## config.mk

```make
export PLATFORM = sky130hd
export DESIGN_NAME = onoff_ctrl
export DESIGN_NICKNAME = d
export VERILOG_FILES = /design/src/design/onoff_pkg.sv /design/src/design/onoff_ctrl.sv
export SDC_FILE = /design/constraint.sdc
export NUM_CORES = 1
export LEC_CHECK = 0
export ABC_AREA = 0
export BUFFER_PORTS_ARGS = -buffer_cell sky130_fd_sc_hd__buf_2
export CAP_MARGIN = 15
export CORE_UTILIZATION = 40
export DETAILED_ROUTE_END_ITERATION = 10
export GPL_ROUTABILITY_DRIVEN = 1
export HOLD_SLACK_MARGIN = 0.12
export PLACE_DENSITY_LB_ADDON = 0.2
export SYNTH_ARGS = -nofsm -noshare
export SYNTH_HDL_FRONTEND = slang
export SYNTH_SLANG_ARGS = --single-unit
```

## constraint.sdc

```tcl
create_clock -name ref_clk -period 1.5 [get_ports ref_clk]
set_clock_uncertainty 0.15 [all_clocks]
set_input_delay 0.3 -clock ref_clk [delete_from_list [all_inputs] [get_ports ref_clk]]
set_output_delay 0.3 -clock ref_clk [all_outputs]
set_load 0.03 [all_outputs]
```

## src/design/onoff_pkg.sv

```systemverilog
/*
 * Constants and types shared by the on/off power state controller.
 * Assumes a single 20 MHz clock domain; no bus, all controls are ports.
 */
package onoff_pkg;

    // Software command codes in the command field
    localparam logic [2:0] CMD_NONE       = 3'h0;
    localparam logic [2:0] CMD_COLD_RESET = 3'h1;
    localparam logic [2:0] CMD_POWER_OFF  = 3'h2;
    localparam logic [2:0] CMD_STANDBY    = 3'h3;
    localparam logic [2:0] CMD_EXIT_STBY  = 3'h4;

    // Wake input modes
    localparam logic [1:0] MODE_BUTTON = 2'h0;
    localparam logic [1:0] MODE_SLIDE  = 2'h1;
    localparam logic [1:0] MODE_LOGIC  = 2'h2;

    // Channel enable codes meaning forced on
    localparam logic [2:0] EN_FORCE_A = 3'h6;
    localparam logic [2:0] EN_FORCE_B = 3'h7;

    localparam int         CHANNELS   = 4;

    // Controller states
    typedef enum logic [3:0] {
        ST_RESET     = 4'h0,
        ST_SHUTDOWN  = 4'h1,
        ST_WAKE      = 4'h2,
        ST_POWER_UP  = 4'h3,
        ST_RES_ON    = 4'h4,
        ST_POWER_DN  = 4'h5,
        ST_STANDBY   = 4'h6,
        ST_IMM_SHDN  = 4'h7,
        ST_BIAS_OFF  = 4'h8
    } state_type;

    // Fault inputs from the monitors
    typedef struct packed {
        logic undervoltage;
        logic overvoltage;
        logic thermal;
    } fault_type;

    // Sequencer handshake back to the controller
    typedef struct packed {
        logic up_done;
        logic down_done;
        logic shdn_done;
        logic bias_off_done;
    } seq_status_type;

endpackage

```

## src/design/onoff_ctrl.sv

```systemverilog
/*
 * Top-level on/off state machine of a multi-output power device.
 * Assumes the wake input is already debounced by the caller, faults are
 * synchronous levels, and the sequencer reports completion pulses or levels.
 */
// Operation
// - Unmasked pending interrupt drives irq low
// - Hold reset below threshold, then shutdown
// - Shutdown: bias and bus off, flags kept
// - Three wake conditions leave shutdown
// - Power up only with no fault inputs active
// - Power-up done enters resource-on, bias on
// - Cold reset, power off, manual reset power down
// - Standby command powers down into standby
// - Standby: sequenced outputs off, forced stay on
// - Standby bias low power when setting set
// - After power-down: standby or bias off
// - Button edge, exit command, manual reset leave standby
// - Logic mode high wake input powers down
// - Manual reset in resource-on: power-down, bias off, shutdown
// - Undervoltage at wake returns to shutdown
// - Mode field: button, slide, logic codes
// - Thermal shutdown sets thermal event flag
`timescale 1ns/10ps
module onoff_ctrl #(
    parameter int CH = onoff_pkg::CHANNELS
) (
    input  wire logic                         ref_clk,
    input  wire logic                         arst_n,
    input  wire logic                         por_n,
    input  wire logic                         wake_request_n,
    input  wire logic                         wake_fall,
    input  wire logic [1:0]                   wake_input_mode,
    input  wire logic                         manual_reset,
    input  wire logic [2:0]                   soft_command_field,
    input  wire logic                         soft_command_write,
    input  wire onoff_pkg::fault_type         faults,
    input  wire onoff_pkg::seq_status_type    seq_status,
    input  wire logic                         bias_low_power,
    input  wire logic [3*CH-1:0]              channel_enable_field,
    input  wire logic                         irq_pending,
    input  wire logic                         irq_unmasked,
    input  wire logic                         flags_clear,
    output logic                              irq_out_n,
    output logic                              irq_out_oe_n,
    output logic                              bias_enable,
    output logic                              bias_lp,
    output logic                              bus_enable,
    output logic                              seq_power_up,
    output logic                              seq_power_down,
    output logic                              seq_imm_shdn,
    output logic                              seq_bias_off,
    output logic [CH-1:0]                     channel_on,
    output onoff_pkg::fault_type              event_record_flags,
    output onoff_pkg::state_type              state
);

    ////////////////////////////////////////////////////////////////////////
    onoff_pkg::state_type state_reg, state_next;
    logic                 to_standby_reg, to_standby_next;
    logic                 wake_flag_reg;
    onoff_pkg::fault_type flags_reg;
    logic [CH-1:0]        chan_reg, chan_next;
    logic                 irq_reg;

    // One-shot command decode: only a write strobe counts
    wire       cmd_cold    = soft_command_write && soft_command_field == onoff_pkg::CMD_COLD_RESET;
    wire       cmd_off     = soft_command_write && soft_command_field == onoff_pkg::CMD_POWER_OFF;
    wire       cmd_stby    = soft_command_write && soft_command_field == onoff_pkg::CMD_STANDBY;
    wire       cmd_exit    = soft_command_write && soft_command_field == onoff_pkg::CMD_EXIT_STBY;
    wire       logic_mode  = wake_input_mode == onoff_pkg::MODE_LOGIC;
    wire       edge_mode   = wake_input_mode == onoff_pkg::MODE_BUTTON ||
                             wake_input_mode == onoff_pkg::MODE_SLIDE;
    wire       button_mode = wake_input_mode == onoff_pkg::MODE_BUTTON;
    // Wake from shutdown by edge, logic low or stored cold-reset flag
    wire       wake_shdn   = (edge_mode && wake_fall) || (logic_mode && !wake_request_n)
                             || wake_flag_reg;
    wire       any_fault   = faults.undervoltage | faults.overvoltage | faults.thermal;
    wire       logic_off   = logic_mode && wake_request_n;
    wire       pd_request  = cmd_cold || cmd_off || manual_reset || logic_off;
    wire       stby_leave  = (button_mode && wake_fall) || cmd_exit || manual_reset;

    // Forced-on channels survive standby
    function automatic logic forced(input logic [2:0] code);
        forced = code == onoff_pkg::EN_FORCE_A || code == onoff_pkg::EN_FORCE_B;
    endfunction

    ////////////////////////////////////////////////////////////////////////
    // Next-state logic
    always_comb begin
        state_next      = state_reg;
        to_standby_next = to_standby_reg;
        chan_next       = chan_reg;
        case (state_reg)
            onoff_pkg::ST_RESET: begin
                if (por_n) begin
                    state_next = onoff_pkg::ST_SHUTDOWN;
                end
            end
            onoff_pkg::ST_SHUTDOWN: begin
                if (wake_shdn) begin
                    state_next = onoff_pkg::ST_WAKE;
                end
            end
            onoff_pkg::ST_WAKE: begin
                // Any fault, undervoltage included, drops back
                if (any_fault) begin
                    state_next = onoff_pkg::ST_SHUTDOWN;
                end else begin
                    state_next = onoff_pkg::ST_POWER_UP;
                end
            end
            onoff_pkg::ST_POWER_UP: begin
                if (seq_status.up_done) begin
                    state_next = onoff_pkg::ST_RES_ON;
                    chan_next  = '1;
                end
            end
            onoff_pkg::ST_RES_ON: begin
                if (cmd_stby) begin
                    state_next      = onoff_pkg::ST_POWER_DN;
                    to_standby_next = 1'b1;
                end else if (pd_request) begin
                    state_next      = onoff_pkg::ST_POWER_DN;
                    to_standby_next = 1'b0;
                end
            end
            onoff_pkg::ST_POWER_DN: begin
                if (seq_status.down_done) begin
                    if (to_standby_reg) begin
                        state_next = onoff_pkg::ST_STANDBY;
                        for (int i = 0; i < CH; i++) begin
                            chan_next[i] = forced(channel_enable_field[3*i +: 3]);
                        end
                    end else begin
                        state_next = onoff_pkg::ST_BIAS_OFF;
                        chan_next  = '0;
                    end
                end
            end
            onoff_pkg::ST_STANDBY: begin
                if (stby_leave) begin
                    state_next = onoff_pkg::ST_WAKE;
                end
            end
            onoff_pkg::ST_IMM_SHDN: begin
                chan_next = '0;
                if (seq_status.shdn_done) begin
                    state_next = onoff_pkg::ST_BIAS_OFF;
                end
            end
            onoff_pkg::ST_BIAS_OFF: begin
                if (seq_status.bias_off_done) begin
                    state_next = onoff_pkg::ST_SHUTDOWN;
                end
            end
            default: begin
                state_next = onoff_pkg::ST_RESET;
            end
        endcase
        // Lockouts override the state case in power-up, resource-on, power-down and standby; only por_n low wins over them
        if (any_fault && state_reg != onoff_pkg::ST_RESET && state_reg != onoff_pkg::ST_SHUTDOWN
            && state_reg != onoff_pkg::ST_WAKE && state_reg != onoff_pkg::ST_IMM_SHDN
            && state_reg != onoff_pkg::ST_BIAS_OFF) begin
            state_next = onoff_pkg::ST_IMM_SHDN;
            chan_next  = '0;
        end
        if (!por_n) begin
            state_next = onoff_pkg::ST_RESET;
            chan_next  = '0;
        end
    end

    ////////////////////////////////////////////////////////////////////////
    // State and channel registers
    always_ff @(posedge ref_clk or negedge arst_n) begin
        if (!arst_n) begin
            state_reg      <= onoff_pkg::ST_RESET;
            to_standby_reg <= 1'b0;
            chan_reg       <= '0;
        end else begin
            state_reg      <= state_next;
            to_standby_reg <= to_standby_next;
            chan_reg       <= chan_next;
        end
    end

    // Cold reset remembers a wake so shutdown powers straight back up
    always_ff @(posedge ref_clk or negedge arst_n) begin
        if (!arst_n) begin
            wake_flag_reg <= 1'b0;
        end else if (state_reg == onoff_pkg::ST_RES_ON && cmd_cold) begin
            wake_flag_reg <= 1'b1;
        end else if (state_reg == onoff_pkg::ST_WAKE) begin
            wake_flag_reg <= 1'b0;
        end
    end

    // Event flags: set wins over clear; kept through shutdown
    always_ff @(posedge ref_clk or negedge arst_n) begin
        if (!arst_n) begin
            flags_reg <= '0;
        end else begin
            flags_reg <= (flags_clear ? '0 : flags_reg) | faults;
        end
    end

    // Interrupt line, registered
    always_ff @(posedge ref_clk or negedge arst_n) begin
        if (!arst_n) begin
            irq_reg <= 1'b0;
        end else begin
            irq_reg <= irq_pending && irq_unmasked;
        end
    end

    ////////////////////////////////////////////////////////////////////////
    // Output decode; bias and bus off in reset, shutdown and bias-off
    wire bias_on = state_reg != onoff_pkg::ST_RESET && state_reg != onoff_pkg::ST_SHUTDOWN;

    assign bias_enable        = bias_on && state_reg != onoff_pkg::ST_BIAS_OFF;
    assign bus_enable         = bias_enable;
    assign bias_lp            = state_reg == onoff_pkg::ST_STANDBY && bias_low_power;
    assign seq_power_up       = state_reg == onoff_pkg::ST_POWER_UP;
    assign seq_power_down     = state_reg == onoff_pkg::ST_POWER_DN;
    assign seq_imm_shdn       = state_reg == onoff_pkg::ST_IMM_SHDN;
    assign seq_bias_off       = state_reg == onoff_pkg::ST_BIAS_OFF;
    assign channel_on         = chan_reg;
    assign event_record_flags = flags_reg;
    assign state              = state_reg;
    assign irq_out_n          = 1'b0;     // Open drain only pulls low
    assign irq_out_oe_n       = !irq_reg; // Enable low while pulling

endmodule

```

==> impl_metrics.yaml, run 1 <==
outcome:
  status: "finished, violations left"
  violations: "setup timing"
finish:
  num-nets-final: 259
  drive_gt1_share_pct: 57.8
  area_delta_synth_final_pct: 82.6
  final_area_um2: 1950
  utilization_pct: 78.1
  n_antenna_cell: 0
logic_synthesis:
  ys.flop_type: "dfrtp_1"
  netlist.top_cell.by_area: "dfrtp_1"
  synth.most_common_cell: "nand2_1"
  seq_area_frac_synth_pct: 32.7
  synth_edf_count: 0
  synth_common_cells: "nand2_1, dfrtp_1, nor2_1, inv_1, a21oi_1"
  synth_top_area_share_pct: 32.7
  syn_nets: 166
  syn_area_per_cell_um2: 8.17
  yosysWarnings: 0
  postSynthCellCount: 131
  syn_area_um2: 1070
  synth-seq-cells: 14
  synth_area_leaders: "dfrtp_1, nand2_1, a21o_1, nand2b_1, nor2_1"
  yosys.cell_types.count: 45
  async_reset_ff_share_pct: 100
placement:
  gp_congestion: 0.940
  hpwlAfterDp_um: 2470
  placed_cell_area_um2: 1600
  pre_cts_ws_ns: -0.411
  io_buffers: 49
sta:
  fin_crit_sh_pct: 132
  worst_slack_ns: -0.475
  fin_crit_ns: 1.97
  fin_tns_setup_ns: -6.45
  hold_viol_final: 0
  setup_viol_count_final: 20
  slew_viol_final: 0
  rsz0062_at_grt: "true"
  fmax_mhz: 506
clock_network:
  worstSkewPairLatency_ns: 0.29
  clk_pin_slew_ns: 0.10
  clockBufferDepth: 2
  htree_levels: 1
  clkSinkCount: 14
  root_buffer: "clkbuf_4"
  cts-buffers-inserted: 3
  cts_tree: "built"
global_route:
  grt_max_degree: 15
  antenna_found_initial: 0
  grt_usage_pct: 26.5
  grt_pass1_wl_um: 5490
  grt-ovfl-total: 0
  grt_pass1_vias: 1238
critical_path:
  critPathKind: "flop to flop"
  required_ns: 1.53
  arrival_ns: 2.00
  r2r-start: "state[3]"
  slowest_delay_ns: 0.47
  crit_chain: "maj3_2, o211ai_1, nand2_2, a21oi_4, o32ai_2"
  slowest_stage: "dfrtp_2"
  critPathLaunchType: "flop"
  rr_worst_depth: 5
  r2r_slack_ns: -0.47
  end_kind: "flop"
  regToRegEndpoint: "state[0]"
  cp_max_fo: 6
detailed_routing:
  viasPerCell: 5.61
  ant_nets: 0
  wl_per_cell_um: 15.3
  routed_wl_um: 3880
  drc_errors: 0
  dr.pass1.iters: 4
  initialDrtViolationCount: 51
  vias: 1419
pwr:
  peakVddDrop_uv: 1160
  power_density_nw_per_um2: 1530
  power.total_uw: 2980
  leakagePower_uw: 0.000968
floorplan:
  ios: 55
  dieHeight_um: 53.7
  initial_core_util_pct: 42.8
  die_w_um: 53.7
  rows: 18
  core-area_um2: 2500
  die_area_um2: 2890
hold_path:
  hold_end: "event_record_flags[2]"
  hold_class: "primary input to flop"
  hold_start: "faults[2]"
  hold-path-cell-count: 3
flow_run:
  drv_cap: 0
layer usage:
metal,vias to the layer above,global-route usage [%],share of wire (%)
li1,650,-,-
met1,656,31.2,39
met2,102,47.7,51
met3,11,3.95,8.1
met4,0,9.65,2.4
met5,-,0,0
layout by cell type (no fill, tap or decap), types with 2 or more instances in the layout:
cell / Yosys / routed
buf_2: 4 / 38
buf_4: 4 / 37
buf_6: 1 / 18
nand2_1: 18 / 14
dfrtp_1: 14 / 10
inv_1: 8 / 7
nor2_1: 10 / 7
a21oi_1: 7 / 6
a21o_1: 5 / 5
o21ai_0: 6 / 5
nand2b_1: 6 / 4
a22o_1: 4 / 4
dfrtp_2: 0 / 4
nand2_2: 0 / 3
nor2_4: 0 / 3
o211ai_1: 3 / 3
clkbuf_4: 0 / 3
dlygate4sd3_1: 0 / 3
nand2b_4: 0 / 2
nor3_1: 3 / 2
nand3b_1: 2 / 2
or3_1: 2 / 2
a21oi_4: 0 / 2
nor2b_1: 3 / 2
o32ai_2: 0 / 2
o221ai_1: 2 / 2
power by group:
part	switching, uW	internal (uW)	total [uW]	leakage [uW]
clock network	137	148	285	0.0000210
logic	1100	1050	2160	0.000772
registers	82.8	454	537	0.000176
kinds of logic after synthesis:
group / count (synthesis) / synth area share (%)
DFF: 14 / 32.7
buffers and inverters: 17 / 8.54
xor gates and xnor gates: 1 / 0.819
and+or+nand+nor: 56 / 28.8
other: 1 / 0.351
muxes: 1 / 1.05
AOI/OAI and AO/OA: 40 / 26.8
adders and majority gates: 1 / 0.936
worst max-delay path, delay by kind of cell, from the launching register on:
family	cells	cell delay (ns)
AOI/OAI and AO/OA	3	0.67
adders and majority gates	1	0.33
DFF	1	0.47
and+or+nand+nor	1	0.22
timing repair:
action | 4_1_cts | 5_1_grt
setup endpoints to repair | 21 | 21
resized for setup | 30 | 24
pin swaps | 10 | 9
setup buffers | 8 | 5
hold buffers | 3 | 0
endpoints found under the hold margin | 15 | 0
worst max path at each step:
stage,depth (start not counted),to,slack (ns),from
final,5,state[0],-0.47,state[3]
after global routing,5,state[3],-0.51,state[3]
after CTS,3,seq_bias_off,-0.37,state[2]
after detailed placement,6,state[1],-0.41,faults[2]
after global placement,6,state[1],-0.40,faults[2]
after floorplan,6,state[2],-0.54,state[2]
layout make-up:
cell class,instances,area (um2)
Inverter,8,30.0
Multi-Input combinational cell,100,773
Timing Repair Buffer,97,721
Tap cell,30,37.5
Fill cell,171,547
Sequential cell,14,355
Clock buffer,4,36.3
through the flow:
stage               hold slack, ns  std cells
floorplan                   -0.146        131
global placement            0.0601        233
detailed placement          0.0644        233
CTS                          0.148        248
global route                 0.162        253
finish                       0.154        253
Power figures use the tool's default switching activity.
==> inputs of run 2 (changes only) <==
TNS_END_PERCENT = 50   (was unset)
==> run 2 against run 1 <==
  * The flow still finishes with violations (setup timing)
  * Critical path depth is 2 lower
  * Non-clock buffer count is 3 higher
  * Flip-flop and latch count stayed put
  * Largest cell class unchanged
  * Sequential power is 2% higher
  * Clock power hardly changed
  * Global-route usage is 1.4 points higher
  * Sequential share of layout area is 0.42 points higher
  * Core utilization is 1.8 points lower
  * Die area stayed put
  * Routed wire length is 5.2% lower
  * Fmax is 1.0% higher
  * Final cell count is 1.2% higher
==> impl_metrics.yaml, run 2 (synthesis results as in run 1) <==
outcome:
  status: "finished, violations left"
  violations: "setup timing"
placement:
  io_buffers: 49
  placed_cell_area_um2: 1570
  pre_cts_ws_ns: -0.408
  place_inst: 235
  hpwlAfterDp_um: 2590
  gp_congestion: 0.989
critical_path:
  required_ns: 1.05
  arrival_ns: 1.51
  cp_max_fo: 7
  crit_chain: "buf_12, nor4b_4, buf_4"
  critPathLaunchType: "flop"
  end_kind: "primary output"
  critPathKind: "flop to primary output"
  slowest_delay_ns: 0.50
  slowest_stage: "dfrtp_2"
  r2r_slack_ns: -0.44
detailed_routing:
  wl_per_cell_um: 14.4
  viasPerCell: 5.38
  initialDrtViolationCount: 26
  vias: 1377
  drc_errors: 0
  dr.pass1.iters: 4
  ant_nets: 0
  routed_wl_um: 3680
flow_run:
  drv_cap: 0
global_route:
  grt_pass1_vias: 1342
  grt_max_degree: 15
  grt-ovfl-total: 0
  grt_pass1_wl_um: 5710
  grt_usage_pct: 27.9
  antenna_found_initial: 0
clock_network:
  clk_pin_slew_ns: 0.10
  worstSkewPairLatency_ns: 0.29
  cts_tree: "built"
  htree_levels: 1
  cts-buffers-inserted: 3
  clockBufferDepth: 2
  root_buffer: "clkbuf_4"
  clkSinkCount: 14
sta:
  fin_crit_ns: 1.96
  fmax_mhz: 511
  slew_viol_final: 0
  setup_viol_count_final: 20
  rsz0062_at_grt: "true"
  hold_viol_final: 0
  fin_crit_sh_pct: 130
  worst_slack_ns: -0.455
pwr:
  switchingPower_uw: 1250
  leakagePower_uw: 0.000967
  p_comb_share_pct: 70.2
  peakVddDrop_uv: 1280
  switching_share_pct: 44.9
  power.total_uw: 2790
  pwr-share-seq_pct: 19.6
  intPower_uw: 1540
  clkPwrFrac_pct: 10.3
  power_density_nw_per_um2: 1460
finish:
  area_delta_synth_final_pct: 78.5
  utilization_pct: 76.4
  n_antenna_cell: 0
  final_cell_mix: "buf_4, buf_2, nand2_1"
  drive_gt1_share_pct: 55.8
  layout_commonest_cell: "buf_4"
  fill_cells: 189
  num-nets-final: 262
  final_area_um2: 1910
  stdcell_count: 256
floorplan:
  dieHeight_um: 53.7
  die_area_um2: 2890
  die_w_um: 53.7
  initial_core_util_pct: 42.8
  ios: 55
  core-area_um2: 2500
  rows: 18
hold_path:
  hold_class: "primary input to flop"
run 2: metrics by stage:
| step | hold WS, ns | TNS (ns) |
|---|---|---|
| finish | 0.151 | -6.98 |
| global route | 0.153 | -7.90 |
| CTS | 0.143 | -6.40 |
| detailed placement | 0.0691 | -4.07 |
| global placement | 0.0641 | -3.28 |
| floorplan | -0.146 | -3.65 |
run 2: final cells by class:
cell class / count / area, um2 / share of cell area (%)
clock buffers: 4 / 36.3 / 1.90
inverters: 8 / 30.0 / 1.57
multi-input cells: 100 / 734 / 38.5
flip-flops and latches: 14 / 355 / 18.6
well taps: 30 / 37.5 / 1.97
repair buffers: 100 / 716 / 37.5
run 2: timing repair:
item / in CTS / in global routing
endpoints found under the setup margin: 21 / 21
buffers inserted: 12 / 2
gates resized for setup: 32 / 8
hold buffers: 3 / 0
pin swaps: 10 / 3
endpoints found under the hold margin: 15 / 0
run 2: worst max-delay path, delay by kind of cell, from the launching register on:
family,cells,cell delay (ns)
and+or+nand+nor,1,0.33
buffers and inverters,2,0.38
DFF,1,0.50
run 2: power groups by stage:
stage | Sequential, uW | Combinational, uW | Clock [uW]
2_1_floorplan | 627 | 850 | 0
3_3_place_gp | 569 | 1400 | 0
3_5_place_dp | 567 | 1420 | 0
4_1_cts | 539 | 1830 | 293
5_1_grt | 550 | 2080 | 299
6_report | 546 | 1960 | 287
run 2: final timing paths:
| kind | cells after the start | to | startpoint |
|---|---|---|---|
| worst min-delay path | 3 | event_record_flags[1] | faults[1] |
| worst min register to register | 1 | event_record_flags[2] | event_record_flags[2] |
| max in group asynchronous | 2 | state[2] | arst_n |
| min in group asynchronous | 2 | channel_on[1] | arst_n |
| worst max-delay path | 3 | seq_bias_off | state[2] |
| worst max register to register | 6 | state[2] | state[3] |
run 2: metal layers:
metal | share of wire [%] | global-route usage, % | routed length [um]
met1 | 43 | 31.5 | 1570
met2 | 51 | 49.6 | 1860
met3 | 4.4 | 4.52 | 162
met4 | 2.4 | 14.9 | 87
met5 | 0 | 0 | 0
==> inputs of run 3 (changes only) <==
SETUP_SLACK_MARGIN = 0.02   (was unset)
==> run 3 against run 2 <==
  * The run still ends with setup timing left
  * Die area unchanged
  * Fmax down 0.50%
  * First-iteration DRC count up 27%
  * Final area down 0.33%
  * Final cell count unchanged
  * Clock-buffer cell count unchanged
  * Core utilization down 0.25 points
  * Critical path depth up 3
  * Combinational power about the same
  * Clock power about the same
  * Setup slack worse by 0.0099 ns
  * Sequential share of layout area up 0.061 points
  * Critical path type is now flop to flop
  * Largest power group unchanged
==> impl_metrics.yaml, run 3 (synthesis results as in run 1) <==
outcome:
  status: "finished, violations left"
  violations: "setup timing"
finish:
  final_cell_mix: "buf_4, buf_2, nand2_1"
  layout_commonest_cell: "buf_4"
  drive_gt1_share_pct: 54.9
  area_delta_synth_final_pct: 77.9
  n_antenna_cell: 0
  final_area_um2: 1900
  num-nets-final: 262
placement:
  gp_congestion: 0.989
  placed_cell_area_um2: 1570
  io_buffers: 49
  pre_cts_ws_ns: -0.408
  hpwlAfterDp_um: 2590
detailed_routing:
  routed_wl_um: 3720
  initialDrtViolationCount: 33
  ant_nets: 0
  wl_per_cell_um: 14.5
  drc_errors: 0
  dr.pass1.iters: 4
  viasPerCell: 5.40
  vias: 1382
sta:
  fin_crit_sh_pct: 131
  slew_viol_final: 0
  fin_crit_ns: 1.97
  fmax_mhz: 509
  worst_slack_ns: -0.465
  holdWs_ns: 0.152
  fin_tns_setup_ns: -6.96
  rsz0062_at_grt: "true"
  setup_viol_count_final: 20
  hold_viol_final: 0
pwr:
  leakagePower_uw: 0.000969
  power_density_nw_per_um2: 1460
  peakVddDrop_uv: 1280
global_route:
  grt_max_degree: 15
  grt_usage_pct: 28.0
  grt-ovfl-total: 0
  antenna_found_initial: 0
  grt_pass1_wl_um: 5740
  grt_pass1_vias: 1348
floorplan:
  die_w_um: 53.7
  dieHeight_um: 53.7
  initial_core_util_pct: 42.8
  core-area_um2: 2500
  rows: 18
  die_area_um2: 2890
  ios: 55
clock_network:
  htree_levels: 1
  worstSkewPairLatency_ns: 0.29
  clkSinkCount: 14
  cts-buffers-inserted: 3
  clockBufferDepth: 2
  root_buffer: "clkbuf_4"
  cts_tree: "built"
  clk_pin_slew_ns: 0.09
critical_path:
  required_ns: 1.51
  end_kind: "flop"
  critPathKind: "flop to flop"
  cp_max_fo: 5
  arrival_ns: 1.98
  critPathLaunchType: "flop"
  r2r_slack_ns: -0.47
flow_run:
  drv_cap: 0
hold_path:
  hold_class: "primary input to flop"
==> run 3: cell count changes in the layout (fill, tap and decap cells not counted) <==
cell,previous run,this run
o22ai_2,1,0
inv_2,1,0
inv_1,7,8
o22ai_1,0,1
==> run 3: per-stage QoR <==
step	std cells	power (uW)	util (%)
4_1_cts	254	2670	74.9
5_1_grt	256	2920	76.1
2_1_floorplan	131	1480	-
3_5_place_dp	235	1990	62.8
6_report	256	2790	76.1
3_3_place_gp	235	1970	62.8
==> run 3: metal layers <==
metal  global-route usage, %  up-vias  wire length [um]
li1                        -      661                 -
met1                    31.5      639              1520
met2                    50.0       68              1890
met3                    4.52       14               199
met4                    14.9        0               114
met5                       0        -                 0
==> run 3: path summary, 6_finish.rpt <==
check | from | end | cells after the start
setup / recovery | state[3] | state[1] | 6
hold / removal | faults[1] | event_record_flags[1] | 3
setup reg to reg | state[3] | state[1] | 6
hold reg to reg | event_record_flags[2] | event_record_flags[2] | 1
max in group asynchronous | arst_n | state[2] | 2
min in group asynchronous | arst_n | channel_on[1] | 2
==> run 3: cell type report <==
type,count,area [um2]
sequential,14,355
fill,194,597
multi-input combinational,100,728
clock buffer,4,36.3
inverter,8,30.0
tap,30,37.5
timing repair buffer,100,716
==> run 3: power by group <==
part / switching (uW) / total [uW] / internal [uW] / leakage [uW]
combinational: 1030 / 1960 / 932 / 0.000772
clock: 136 / 284 / 148 / 0.0000210
sequential: 90.6 / 545 / 454 / 0.000176
==> run 3: worst max-delay path, stage by stage (launching register included) <==
cell and delay [ns]:
dfrtp_2 0.47, buf_6 0.13, maj3_2 0.28, o211ai_1 0.31
nand2_2 0.19, a21oi_4 0.20, o22ai_1 0.11
==> run 3: timing repair <==
item / in CTS / in global routing
gates resized for setup: 33 / 5
hold endpoints to repair: 15 / 0
hold buffers: 3 / 0
endpoints found under the setup margin: 21 / 21
buffers inserted: 12 / 2
pin swaps: 10 / 3
